[config.mk]
export PLATFORM = sky130hd
export DESIGN_NAME = bcs_top
export DESIGN_NICKNAME = d
export VERILOG_FILES = /design/src/bcs_pkg.sv /design/src/bcs_top.sv /design/src/bcs_remap.sv
export SDC_FILE = /design/constraint.sdc
export NUM_CORES = 1
export LEC_CHECK = 0
export BUFFER_PORTS_ARGS = -buffer_cell sky130_fd_sc_hd__buf_2
export CORE_AREA = 4 4 41 43
export DETAILED_ROUTE_END_ITERATION = 12
export DIE_AREA = 0 0 45 47
export GPL_TIMING_DRIVEN = 1
export PLACE_DENSITY = 0.76
export SLEW_MARGIN = 20
export SYNTH_ARGS = -nofsm -noshare
export SYNTH_HDL_FRONTEND = slang
export SYNTH_SLANG_ARGS = --single-unit
[constraint.sdc]
create_clock -name REF_CLK -period 2.05 [get_ports REF_CLK]
set_clock_uncertainty 0.2 [all_clocks]
set_input_delay 0.5125 -clock REF_CLK [delete_from_list [all_inputs] [get_ports REF_CLK]]
set_output_delay 0.5125 -clock REF_CLK [all_outputs]
set_load 0.005 [all_outputs]
[src/bcs_pkg.sv]
/*
 boot cluster swap package: address layout, cluster size, reset values of the swap and sync flops.
 assumes a 16-bit fetch address space with flash starting at address zero.
*/
package bcs_pkg;
    // ----------------------------------------
    // address layout
    // ----------------------------------------
    localparam int BCS_ADDR_W = 16;
    localparam int BCS_CLUSTER_BYTES = 4096;
    localparam int BCS_CLUSTER_BIT = 12;
    localparam logic [15:0] BCS_C0_BASE = 16'h0000;
    localparam logic [15:0] BCS_C0_LAST = 16'h0FFF;
    localparam logic [15:0] BCS_C1_BASE = 16'h1000;
    localparam logic [15:0] BCS_C1_LAST = 16'h1FFF;
    localparam logic [15:0] BCS_DBG_FLAG = 16'h0084;
    localparam logic [15:0] BCS_SEC_ID_LAST = 16'h008E;
    localparam logic BCS_SWAP_RST = 1'b0;
    localparam logic [1:0] BCS_SYNC_RST = 2'b00;
endpackage

[src/bcs_top.sv]
/*
 bcs_top: boot cluster swap remap between instruction fetch and flash.
 assumes firmware drives SWAP_NV from the nonvolatile swap setting.
*/
// Notes on behaviour
// - two 4 KB clusters exchanged whole
// - cluster 0 is 0000H to 0FFFH
// - cluster 1 is 1000H to 1FFFH
// - recorded swap makes cluster 1 boot
// - swap setting persists; reset boots cluster 1
// - clearing setting restores original arrangement at next reset
// - flag and ID bytes follow the swap
`timescale 1ns/1ps
module bcs_top
    import bcs_pkg::*;
(
    // clock and reset
    input wire logic REF_CLK,
    input wire logic RST_B,
    // nonvolatile swap setting
    input wire logic SWAP_NV,
    // fetch side
    input wire logic [BCS_ADDR_W-1:0] FETCH_ADDR,
    // flash side
    output logic [BCS_ADDR_W-1:0] FLASH_ADDR,
    output logic SWAP_ACTIVE
);
    // ----------------------------------------
    // reset release
    // ----------------------------------------
    logic [1:0] rst_sync_reg;
    logic rst_n;
    always_ff @(posedge REF_CLK or negedge RST_B)
    begin
        if (!RST_B)
            rst_sync_reg <= BCS_SYNC_RST;
        else
            rst_sync_reg <= {rst_sync_reg[0], 1'b1};
    end
    assign rst_n = rst_sync_reg[1];

    // ----------------------------------------
    // swap sampling
    // ----------------------------------------
    // setting is a pin from flash, so pass two flops first
    logic [1:0] nv_sync_reg;
    always_ff @(posedge REF_CLK or negedge rst_n)
    begin
        if (!rst_n)
            nv_sync_reg <= BCS_SYNC_RST;
        else
            nv_sync_reg <= {nv_sync_reg[0], SWAP_NV};
    end

    // settle flag: the synchroniser restarts with the internal reset, so two
    // edges must pass before its output is a sample of the pin and not its
    // reset value; taking it earlier would always boot unswapped
    logic [1:0] settle_reg;
    always_ff @(posedge REF_CLK or negedge rst_n)
    begin
        if (!rst_n)
            settle_reg <= BCS_SYNC_RST;
        else
            settle_reg <= {settle_reg[0], 1'b1};
    end

    // latch once after the synchroniser has settled; later changes of the
    // setting wait for the next reset, so a fetch never sees the map move
    // under it while a program runs from either cluster
    logic swap_reg;
    logic taken_reg;
    always_ff @(posedge REF_CLK or negedge rst_n)
    begin
        if (!rst_n)
        begin
            swap_reg <= BCS_SWAP_RST;
            taken_reg <= 1'b0;
        end
        else if (!taken_reg && settle_reg[1])
        begin
            taken_reg <= 1'b1;
            swap_reg <= nv_sync_reg[1];
        end
    end
    // the flag shows which arrangement this run boots from
    assign SWAP_ACTIVE = swap_reg;

    // ----------------------------------------
    // address remap
    // ----------------------------------------
    logic [BCS_ADDR_W-1:0] mapped;
    bcs_remap u_remap (
        .swap(swap_reg),
        .addr_in(FETCH_ADDR),
        .addr_out(mapped)
    );
    // cluster ranges: 0000H-0FFFH and 1000H-1FFFH trade places
    assign FLASH_ADDR = mapped;

    // ----------------------------------------
    // checks on the remap
    // ----------------------------------------
    // the checks are off while the internal reset is low; the map is then
    // plain by design, and the sample flops still hold their reset values

    // cluster decode shared by the checks below
    function automatic logic in_c0(input logic [BCS_ADDR_W-1:0] a);
        return a <= BCS_C0_LAST;
    endfunction

    function automatic logic in_c1(input logic [BCS_ADDR_W-1:0] a);
        return (a >= BCS_C1_BASE) && (a <= BCS_C1_LAST);
    endfunction

    // flag byte and id bytes of the cluster whose base is given
    function automatic logic in_id(
        input logic [BCS_ADDR_W-1:0] a,
        input logic [BCS_ADDR_W-1:0] base
    );
        return (a >= (BCS_DBG_FLAG | base)) && (a <= (BCS_SEC_ID_LAST | base));
    endfunction
endmodule // bcs_top

[src/bcs_remap.sv]
/*
 bcs_remap: combinational address exchange of boot clusters 0 and 1.
 assumes the swap level is already stable for the whole run.
*/
`timescale 1ns/1ps
module bcs_remap
    import bcs_pkg::*;
(
    // control
    input wire logic swap,
    // address
    input wire logic [BCS_ADDR_W-1:0] addr_in,
    output logic [BCS_ADDR_W-1:0] addr_out
);
    // flipping bit 12 inside the low 8 KB swaps both clusters whole
    logic in_boot;
    assign in_boot = (addr_in <= BCS_C1_LAST);
    assign addr_out = (swap && in_boot) ?
        (addr_in ^ BCS_C1_BASE) : addr_in;
endmodule // bcs_remap

# Yosys cells after proc, flatten, opt, wreduce, memory -nomap -nowiden
# Index checks and enable logic that the tools add are counted.
word_totals:
  regBits: 8
  inputBits: 19
  out_inout_bits: 17
  wordCells: 11
classes:
  order_cmp: 1
  n_mux: 1
  bitwise: 1
  reduce_logical: 3
ops:
  columns: ["operator", "count"]
  rows:
  - ["<= comparator 16 x 13 -> 1 bit, second input constant", 1]
  - ["2-to-1 mux 13 bit", 1]
  - ["logical AND 1 bit", 2]
  - ["logical NOT 1 bit", 1]
  - ["NOT 1 bit", 1]

# Depth between registers and ports, before layout
# Gate-level depths: netlist of run 1.
logic_depth:
  ltp_word: 3
  depth_mapped: 2
  depth_no_buf: 2

# Hierarchy
# A second synthesis of run 1 with hierarchy kept.
unflattened:
  cells_unflattened: 29
  area_unflattened_um2: 384.1
modules_own_cells:
  columns: ["module", "instances", "cells_each", "area_each_um2", "seq_area_each_um2"]
  rows:
  - ["bcs_top", 1, 12, 239.0, 200.2]
  - ["bcs_remap", 1, 17, 145.1, 0.0]

# Least setup slack after synthesis of run 1
# OpenSTA, ideal clock, no wires.
synth_timing:
  path_kind: "input to output"
  start: "in FETCH_ADDR[15]"
  end: "out FLASH_ADDR[12]"
  arrival_ns: 0.955
  required_ns: 1.337
  setup_slack_ns: 0.382
  stages: 2
  path_buffers: 0
  cell_sequence: "nor4b_4 > xor2_1"
synth_between:
  elab_chain_cells: 3
synth_lines:
  columns: ["item", "line", "rtl"]
  rows:
  - ["start: declaration", "bcs_top.sv:23", "input wire logic [BCS_ADDR_W-1:0] FETCH_ADDR,"]
  - ["<= comparator 16 x 13 -> 1 bit", "bcs_remap.sv:17", "assign in_boot = (addr_in <= BCS_C1_LAST);"]
  - ["logical AND 1 bit", "bcs_remap.sv:18", "assign addr_out = (swap && in_boot) ?"]
  - ["2-to-1 mux 13 bit", "bcs_remap.sv:18", null]
  - ["end: declaration", "bcs_top.sv:25", "output logic [BCS_ADDR_W-1:0] FLASH_ADDR,"]
# Every way passes these cells.

# Worst setup path after layout of run 1
# Ends and elaborated chain as after synthesis.

==> flow_summary.toml, run 1 <==
[outcome]
status = "finished clean"

[routing]
postRouteAntennaNets = 0
avgRoutedWirePerCell_um = 9.370
drt_wl_total_um = 431
drcViolationCount = 0
vias_per_cell = 3.652
dr.pass1.iters = 2
drt_iter0_drc = 6
via_count = 168

[critical_path]
critical-path-slowest-cell = "nor4b_4"
worst-setup-path-type = "in -> out"
required_ns = 1.34
cp_cell_sequence = "buf_2, nor4b_4, xor2_1, buf_2"
path_delay_family = "simple AND/OR/NAND/NOR gates"
startpoint_type = "input port"
end_kind = "primary output"
path_buf_inv = 2
cp.arrival_ns = 1.18
cpMostUsedCell = "buf_2"
crit_path_max_fanout = 2
slowest_delay_ns = 0.27

[floorplan]
die_y_um = 47
initial_utilization_pct = 28.65
fp.dieW_um = 45
core-area_um2 = 1301
ioPinCount = 36
die_area_um2 = 2115
rows = 13

[sta]
rsz0062_at_grt = "no"
finalSetupViolations = 0
slew_viol_final = 0
min_period_over_period_pct = 92.21
fin_crit_ns = 1.890
setup_tns_ns = 0
fmax_ghz = 0.5290
finalHoldViolations = 0

[cells_and_area]
syn_to_final_growth_pct = 2.013
nets = 52
final_common_cell = "buf_2"
diodes = 0
final_layout_size_suffix_gt1_share_pct = 54.84
final_cell_mix = "11 x buf_2, 8 x dfrtp_1, 3 x clkbuf_4, 2 x dlygate4sd3_1, 2 x conb_1"
fin_util_pct = 29.23

[yosys]
avgSynthCellArea_um2 = 12.86
yosys_warnings = 0
ys_seq_area_share_pct = 53.69
ys_ff_latch = 8
yosysTopAreaCell = "dfrtp_1"
synthTopCellsByArea = "dfrtp_1 54%, buf_4 30%, nor4b_4 6.4%, mux2_2 3.0%, xor2_1 2.3%"
synth_area_um2 = 372.9
postSynthCellCount = 29
yosysUniqueCellTypes = 8
synth_top_area_share_pct = 53.69

[clocking]
cts_made_buffers = 3
cts_setup_buffers = 0
cts.clk_slew.worst_paths_ns = 0.05
cts_tree = "built"
htreeDepth = 1
cts_num_sinks = 8
cts_buffer_depth = 2
ctsRootBufferMaster = "clkbuf_4"
clk_latency_ns = 0.25

[global_route]
grt_usage_pct = 4.480
overflow = 0
grt_pass1_wl_um = 593
antenna_found_initial = 0
grt_max_degree = 7
grt_pass1_vias = 152

[run]
drv_cap = 0

[power]
vdd_ir_drop_max_mv = 0.3837
total_leakage_power_uw = 0.0001819
power.density_nw_per_um2 = 821.1

[placement]
dp_hpwl_um = 332.4
io_buffers = 11
place_congestion = 0.6264

[min_path]
hp-class = "reg -> reg"
layout make-up:
class / count / area (µm²)
Tap cell: 15 / 18.77
Clock buffer: 3 / 22.52
Multi-Input combinational cell: 7 / 63.81
Sequential cell: 8 / 200.2
Fill cell: 140 / 920.9
Timing Repair Buffer: 13 / 75.07
timing repair:
action                    CTS  global route
hold buffers                2             0
hold endpoints to repair    8             0
gates resized for setup     0             0
path summary, 6_finish.rpt:
path	start	slack (ns)	depth (start not counted)	endpoint
min	rst_sync_reg[0]	0.14	0	rst_sync_reg[1]
max reg2reg	taken_reg	0.90	2	SWAP_ACTIVE
min reg2reg	rst_sync_reg[0]	0.14	0	rst_sync_reg[1]
max in group asynchronous	rst_sync_reg[1]	1.01	1	settle_reg[1]
max	FETCH_ADDR[15]	0.16	4	FLASH_ADDR[12]
min in group asynchronous	RST_B	0.38	2	rst_sync_reg[1]
routing by layer:
metal / vias up / part of all wire (%) / wire, µm / global-route usage [%]
met5: - / 0 / 0 / 0
met4: 0 / 0 / 0 / 3.509
met3: 0 / 18 / 76 / 5.747
met2: 13 / 48 / 207 / 5.085
met1: 78 / 34 / 147 / 4.009
li1: 77 / - / - / -
kinds of logic after synthesis:
kind of cell  after synthesis  share of synthesized area (%)
buf+inv                    15                          30.20
flops                       8                          53.69
xor+xnor                    1                          2.349
other cells                 1                          1.006
simple gates                3                          9.733
mux                         1                          3.020
per-stage QoR:
step | hold WS [ns] | worst slack [ns] | total power (µW) | cells | instance area [µm²]
finish | 0.1436 | 0.1597 | 312.3 | 46 | 380.4
global route | 0.1524 | 0.09642 | 334.2 | 46 | 380.4
CTS | 0.1460 | 0.1555 | 317.8 | 46 | 380.4
detailed placement | -0.1075 | 0.1552 | 197.1 | 41 | 337.8
global placement | -0.1121 | 0.1662 | 196.3 | 41 | 337.8
floorplan | -0.1322 | 0.3824 | 203.6 | 30 | 376.6
where the power goes:
group	switching [µW]	internal, µW
sequential	2.85	166
clock	49.2	66.7
combinational	11.2	16.0
cells in the mapped netlist:
master,instances
buf_4,15
mux2_2,1
nor2b_1,1
conb_1,1
dfrtp_1,8
nor4b_4,1
or2_2,1
xor2_1,1
No activity file was read; power rests on OpenSTA's default activity.
==> run 2: changes to the inputs <==
--- a/config.mk
+++ b/config.mk
@@ -5,12 +5,14 @@
 export SDC_FILE = /design/constraint.sdc
 export NUM_CORES = 1
 export LEC_CHECK = 0
+export ABC_AREA = 1
 export BUFFER_PORTS_ARGS = -buffer_cell sky130_fd_sc_hd__buf_2
 export CORE_AREA = 4 4 41 43
 export DETAILED_ROUTE_END_ITERATION = 12
 export DIE_AREA = 0 0 45 47
 export GPL_TIMING_DRIVEN = 1
-export PLACE_DENSITY = 0.76
+export HOLD_SLACK_MARGIN = 0.12
+export PLACE_DENSITY = 0.77
 export SLEW_MARGIN = 20
 export SYNTH_ARGS = -nofsm -noshare
 export SYNTH_HDL_FRONTEND = slang
==> run 2 against run 1 <==
Clock power shrank 3%. Sequential share of layout area shrank 2.0 points. Clock-buffer cell count stayed put. Via count grew 21%. Final cell count is 17% higher. Critical endpoint unchanged.
==> flow_summary.toml, run 2 <==
[power]
p_seq_share_pct = 54.2
p_int_uw = 248.1
vdd_ir_drop_max_mv = 0.4028
power.density_nw_per_um2 = 790.5
power_frac_clock_pct = 35.9
total_leakage_power_uw = 0.0001954
combPwrFrac_pct = 9.9
swShare_pct = 20.63
p_sw_uw = 64.50

[clocking]
ctsRootBufferMaster = "clkbuf_4"
clk_latency_ns = 0.24
cts_tree = "built"
cts_made_buffers = 3
cts_setup_buffers = 0
cts.repair.resized = 0
htreeDepth = 1
cts_buffer_depth = 2
ctsHoldBuffers = 2
cts_num_sinks = 8
cts.clk_slew.worst_paths_ns = 0.05

[yosys]
synthTopCellsByArea = "dfrtp_1 52%, buf_4 29%, nor2_4 5.8%, nand2_1 3.9%, inv_1 1.9%"
muxShareOfSynthArea_pct = 0
synth_xor_area_share_pct = 0
synth_top_family_by_area = "buffers and inverters"
synthFlopType = "dfrtp_1"
async_reset_ff_share_pct = 100.0
synth-simple-area-share_pct = 14.19
synth.most_common_cell = "buf_4"
synth_top_area_share_pct = 51.61
netlist_top_cells_count = "15 x buf_4, 8 x dfrtp_1, 4 x nand2_1, 2 x inv_1, 2 x nor2_4"
yosysTopAreaCell = "dfrtp_1"
synth-edff-count = 0
synth_area_um2 = 387.9
ys_seq_area_share_pct = 51.61
postSynthCellCount = 37
synth_compound_area_share_pct = 1.290
ys_ff_latch = 8
avgSynthCellArea_um2 = 10.48
synth_adder_area_share_pct = 0
yosysUniqueCellTypes = 11
yosys_warnings = 0

[routing]
drcViolationCount = 0
avgRoutedWirePerCell_um = 9.167
via_count = 203
drt_iter0_drc = 0
drt_wl_total_um = 495
vias_per_cell = 3.759
postRouteAntennaNets = 0
dr.pass1.iters = 1

[cells_and_area]
fin_area_um2 = 395.4
syn_to_final_growth_pct = 1.935
fin_util_pct = 30.38
n_fill_cell = 142
regArea_um2 = 200.2
multi_input_area_um2 = 67.56
nets = 60
final_common_cell = "buf_2"
final_layout_size_suffix_gt1_share_pct = 46.15
diodes = 0
final_cell_mix = "11 x buf_2, 8 x dfrtp_1, 4 x nand2_1, 3 x clkbuf_4"

[outcome]
status = "finished clean"

[sta]
setup_tns_ns = 0
slew_viol_final = 0
fin_crit_ns = 1.720
finalSetupViolations = 0
hold_ws_ns = 0.1444
rsz0062_at_grt = "no"
fmax_ghz = 0.5815
finalHoldViolations = 0
min_period_over_period_pct = 83.88

[min_path]
min-delay-start = "settle_reg[0]"
hp-class = "reg -> reg"

[global_route]
grt_pass1_wl_um = 710
grt_max_degree = 7
antenna_found_initial = 0
use_met1_pct = 3.765
grt_usage_pct = 5.196
overflow = 0
busiest_layer = "met2"
grt_pass1_vias = 181
met3_usage_pct = 5.364
use_met2_pct = 7.910

[placement]
place_congestion = 0.5595
io_buffers = 11
placed_cell_area_um2 = 352.8
dp_hpwl_um = 410.8

[floorplan]
core-area_um2 = 1301
rows = 13
initial_utilization_pct = 29.81
fp.dieW_um = 45
die_area_um2 = 2115
die_y_um = 47
ioPinCount = 36

[run]
drv_cap = 0

[critical_path]
r2r_slack_ns = 1.02
required_ns = 1.34
worst-setup-path-type = "in -> out"
startpoint_type = "input port"
endpoint = "FLASH_ADDR[12]"
r2r_cells = 1
worstReg2RegEnd = "settle_reg[0]"
crit_path_max_fanout = 2
end_kind = "primary output"
cp.arrival_ns = 1.01
timing.rr.start = "rst_sync_reg[1]"
worstSetupStartpoint = "FETCH_ADDR[15]"
[run 2: worst min-delay path by stage]
stage,to,slack [ns],cells after the start
after floorplan,SWAP_ACTIVE,-0.13,0
after global placement,nv_sync_reg[0],-0.12,0
after detailed placement,SWAP_ACTIVE,-0.11,0
after CTS,nv_sync_reg[1],0.14,0
after global routing,nv_sync_reg[0],0.15,1
final,settle_reg[1],0.14,0
[run 2: final cells by class]
class | instances | share of cell area, %
sequential | 8 | 50.63
timing repair buffer | 13 | 18.99
multi-input combinational | 12 | 17.09
clock buffer | 3 | 5.696
tap | 15 | 4.747
inverter | 3 | 2.848
[run 2: per-layer routing]
layer	up-vias	share of wire (%)
met3	0	26
li1	97	-
met4	0	0
met5	-	0
met2	17	44
met1	89	30
[run 2: through the flow]
stage | setup WS (ns) | total power [µW] | std cells
after global routing | 0.2444 | 335.8 | 54
after detailed placement | 0.3268 | 200.8 | 49
after floorplan | 0.5970 | 206.8 | 38
final | 0.3304 | 312.6 | 54
after CTS | 0.3151 | 320.9 | 54
after global placement | 0.3540 | 199.5 | 49
[run 2: logic make-up after synthesis]
family,count (synthesis)
AO/OA/AOI/OAI,1
AND/OR/NAND/NOR,9
buffers and inverters,18
flip-flops,8
other,1
[run 2: power by group through the flow]
stage | registers (µW) | clock network (µW) | logic (µW)
after floorplan | 174 | 0 | 33.2
after global placement | 174 | 0 | 25.9
after detailed placement | 174 | 0 | 26.6
after CTS | 170 | 120 | 31.7
after global routing | 170 | 131 | 34.8
final | 169 | 112 | 30.8
[run 2: worst max-delay path, stage by stage]
cell,delay [ns]
buf_2,0.12
nor2_4,0.10
nand2_1,0.05
nand2_1,0.05
nand2_1,0.05
buf_2,0.12
==> run 3: changes to the inputs <==
==> constraint.sdc (replaced) <==
create_clock -name REF_CLK -period 1.8 [get_ports REF_CLK]
set_clock_uncertainty 0.2 [all_clocks]
set_input_delay 0.45 -clock REF_CLK [delete_from_list [all_inputs] [get_ports REF_CLK]]
set_output_delay 0.45 -clock REF_CLK [all_outputs]
set_load 0.005 [all_outputs]
==> run 3 against run 2 <==
Clock-buffer cell count unchanged. Routed wire length up 3.0%. Combinational power is 19% higher. Die area did not move. Sequential cell count is the same. Via count increased by 6.4%. First-iteration DRC count rose by 3. Register-to-register slack worse by 0.26 ns. Final cell count is 1.9% higher. Worst hold slack got worse by 0.0042 ns. Critical path depth unchanged. Largest power group unchanged. Sequential share of layout area down 1.3 points.
==> flow_summary.toml, run 3 (synthesis gave the netlist of run 2 again) <==
[clocking]
ctsHoldBuffers = 3
cts_made_buffers = 3
cts_buffer_depth = 2
htreeDepth = 1
cts_tree = "built"
cts_num_sinks = 8
cts.clk_slew.worst_paths_ns = 0.05
cts_setup_buffers = 0
ctsRootBufferMaster = "clkbuf_4"
cts.repair.resized = 0
clk_latency_ns = 0.24

[routing]
vias_per_cell = 3.927
avgRoutedWirePerCell_um = 9.273
drcViolationCount = 0
drt_iter0_drc = 3
drt_wl_total_um = 510
via_count = 216
postRouteAntennaNets = 0
dr.pass1.iters = 2

[floorplan]
rows = 13
die_area_um2 = 2115
fp.dieW_um = 45
core-area_um2 = 1301
ioPinCount = 36
die_y_um = 47
initial_utilization_pct = 29.81

[sta]
rsz0062_at_grt = "no"
finalWorstSetupSlack_ns = 0.1743
finalHoldViolations = 0
hold_ws_ns = 0.1402
min_period_over_period_pct = 90.32
fin_crit_ns = 1.626
setup_tns_ns = 0
finalSetupViolations = 0
fmax_ghz = 0.6151
slew_viol_final = 0

[placement]
place_congestion = 0.5557
io_buffers = 11
dp_hpwl_um = 416.5
dpl_worst_slack_ns = 0.2246

[critical_path]
worst-setup-path-type = "reg -> out"
r2r_slack_ns = 0.76
cp.arrival_ns = 0.98
required_ns = 1.15
end_kind = "primary output"
crit_path_max_fanout = 2
worstReg2RegEnd = "settle_reg[0]"
r2r_cells = 1
startpoint_type = "register"
timing.rr.start = "rst_sync_reg[1]"

[power]
p_int_uw = 283.9
combPwrFrac_pct = 10.3
power_frac_clock_pct = 35.8
p_seq_share_pct = 53.9
power.density_nw_per_um2 = 882.8
swShare_pct = 20.67
total_leakage_power_uw = 0.0001996
vdd_ir_drop_max_mv = 0.5841
p_sw_uw = 73.98

[cells_and_area]
final_layout_size_suffix_gt1_share_pct = 45.00
syn_to_final_growth_pct = 4.516
nets = 61
final_cell_mix = "11 x buf_2, 8 x dfrtp_1, 4 x nand2_1, 3 x clkbuf_4, 3 x dlygate4sd3_1"
diodes = 0
final_common_cell = "buf_2"

[global_route]
grt_max_degree = 7
grt_usage_pct = 5.200
overflow = 0
antenna_found_initial = 0
grt_pass1_vias = 195
grt_pass1_wl_um = 752

[min_path]
min-delay-start = "settle_reg[0]"
min_to = "settle_reg[1]"
hold_depth = 0
hp-class = "reg -> reg"

[outcome]
status = "finished clean"

[run]
drv_cap = 0
[run 3: cell types whose count changed in the layout (fill, tap and decap cells not counted), sizes merged]
cell	change
dlygate4sd3	+1
[run 3: layer usage]
metal | global-route usage, % | up-vias | wire length [µm]
met3 | 5.364 | 0 | 130
met2 | 8.757 | 18 | 233
li1 | - | 99 | -
met5 | 0 | - | 0
met1 | 3.774 | 99 | 147
met4 | 2.339 | 0 | 0
[run 3: final cells by class]
type | count | area [µm²]
Fill cell | 138 | 895.9
Sequential cell | 8 | 200.2
Timing Repair Buffer | 14 | 85.08
Multi-Input combinational cell | 12 | 67.56
Clock buffer | 3 | 22.52
Tap cell | 15 | 18.77
Inverter | 3 | 11.26
[run 3: worst max-delay path, cell delays in order (launching register included)]
cell and delay (ns):
dfrtp_1 0.35, inv_2 0.06, nor2_4 0.07, nand2_1 0.05, nand2_1 0.05, nand2_1 0.04
buf_2 0.11
[run 3: how the worst max path moves through the flow]
stage,startpoint,end,slack (ns)
floorplan,FETCH_ADDR[15],FLASH_ADDR[12],0.47
global placement,FETCH_ADDR[13],FLASH_ADDR[12],0.23
detailed placement,FETCH_ADDR[15],FLASH_ADDR[12],0.22
CTS,SWAP_ACTIVE,FLASH_ADDR[12],0.15
global route,SWAP_ACTIVE,FLASH_ADDR[12],0.09
finish,SWAP_ACTIVE,FLASH_ADDR[12],0.17
[run 3: power groups by stage]
stage | clock network, µW | logic [µW] | registers (µW)
6_report | 128 | 36.7 | 193
5_1_grt | 151 | 41.1 | 193
4_1_cts | 137 | 37.5 | 193
3_5_place_dp | 0 | 30.1 | 198
3_3_place_gp | 0 | 29.4 | 198
2_1_floorplan | 0 | 37.9 | 198
[run 3: metrics by stage]
stage	power (µW)	instances	util [%]	instance area, µm²
2_1_floorplan	235.5	38	-	391.6
3_3_place_gp	227.2	49	27.12	352.8
3_5_place_dp	228.5	49	27.12	352.8
4_1_cts	367.7	55	31.15	405.4
5_1_grt	385.6	55	31.15	405.4
6_report	357.9	55	31.15	405.4
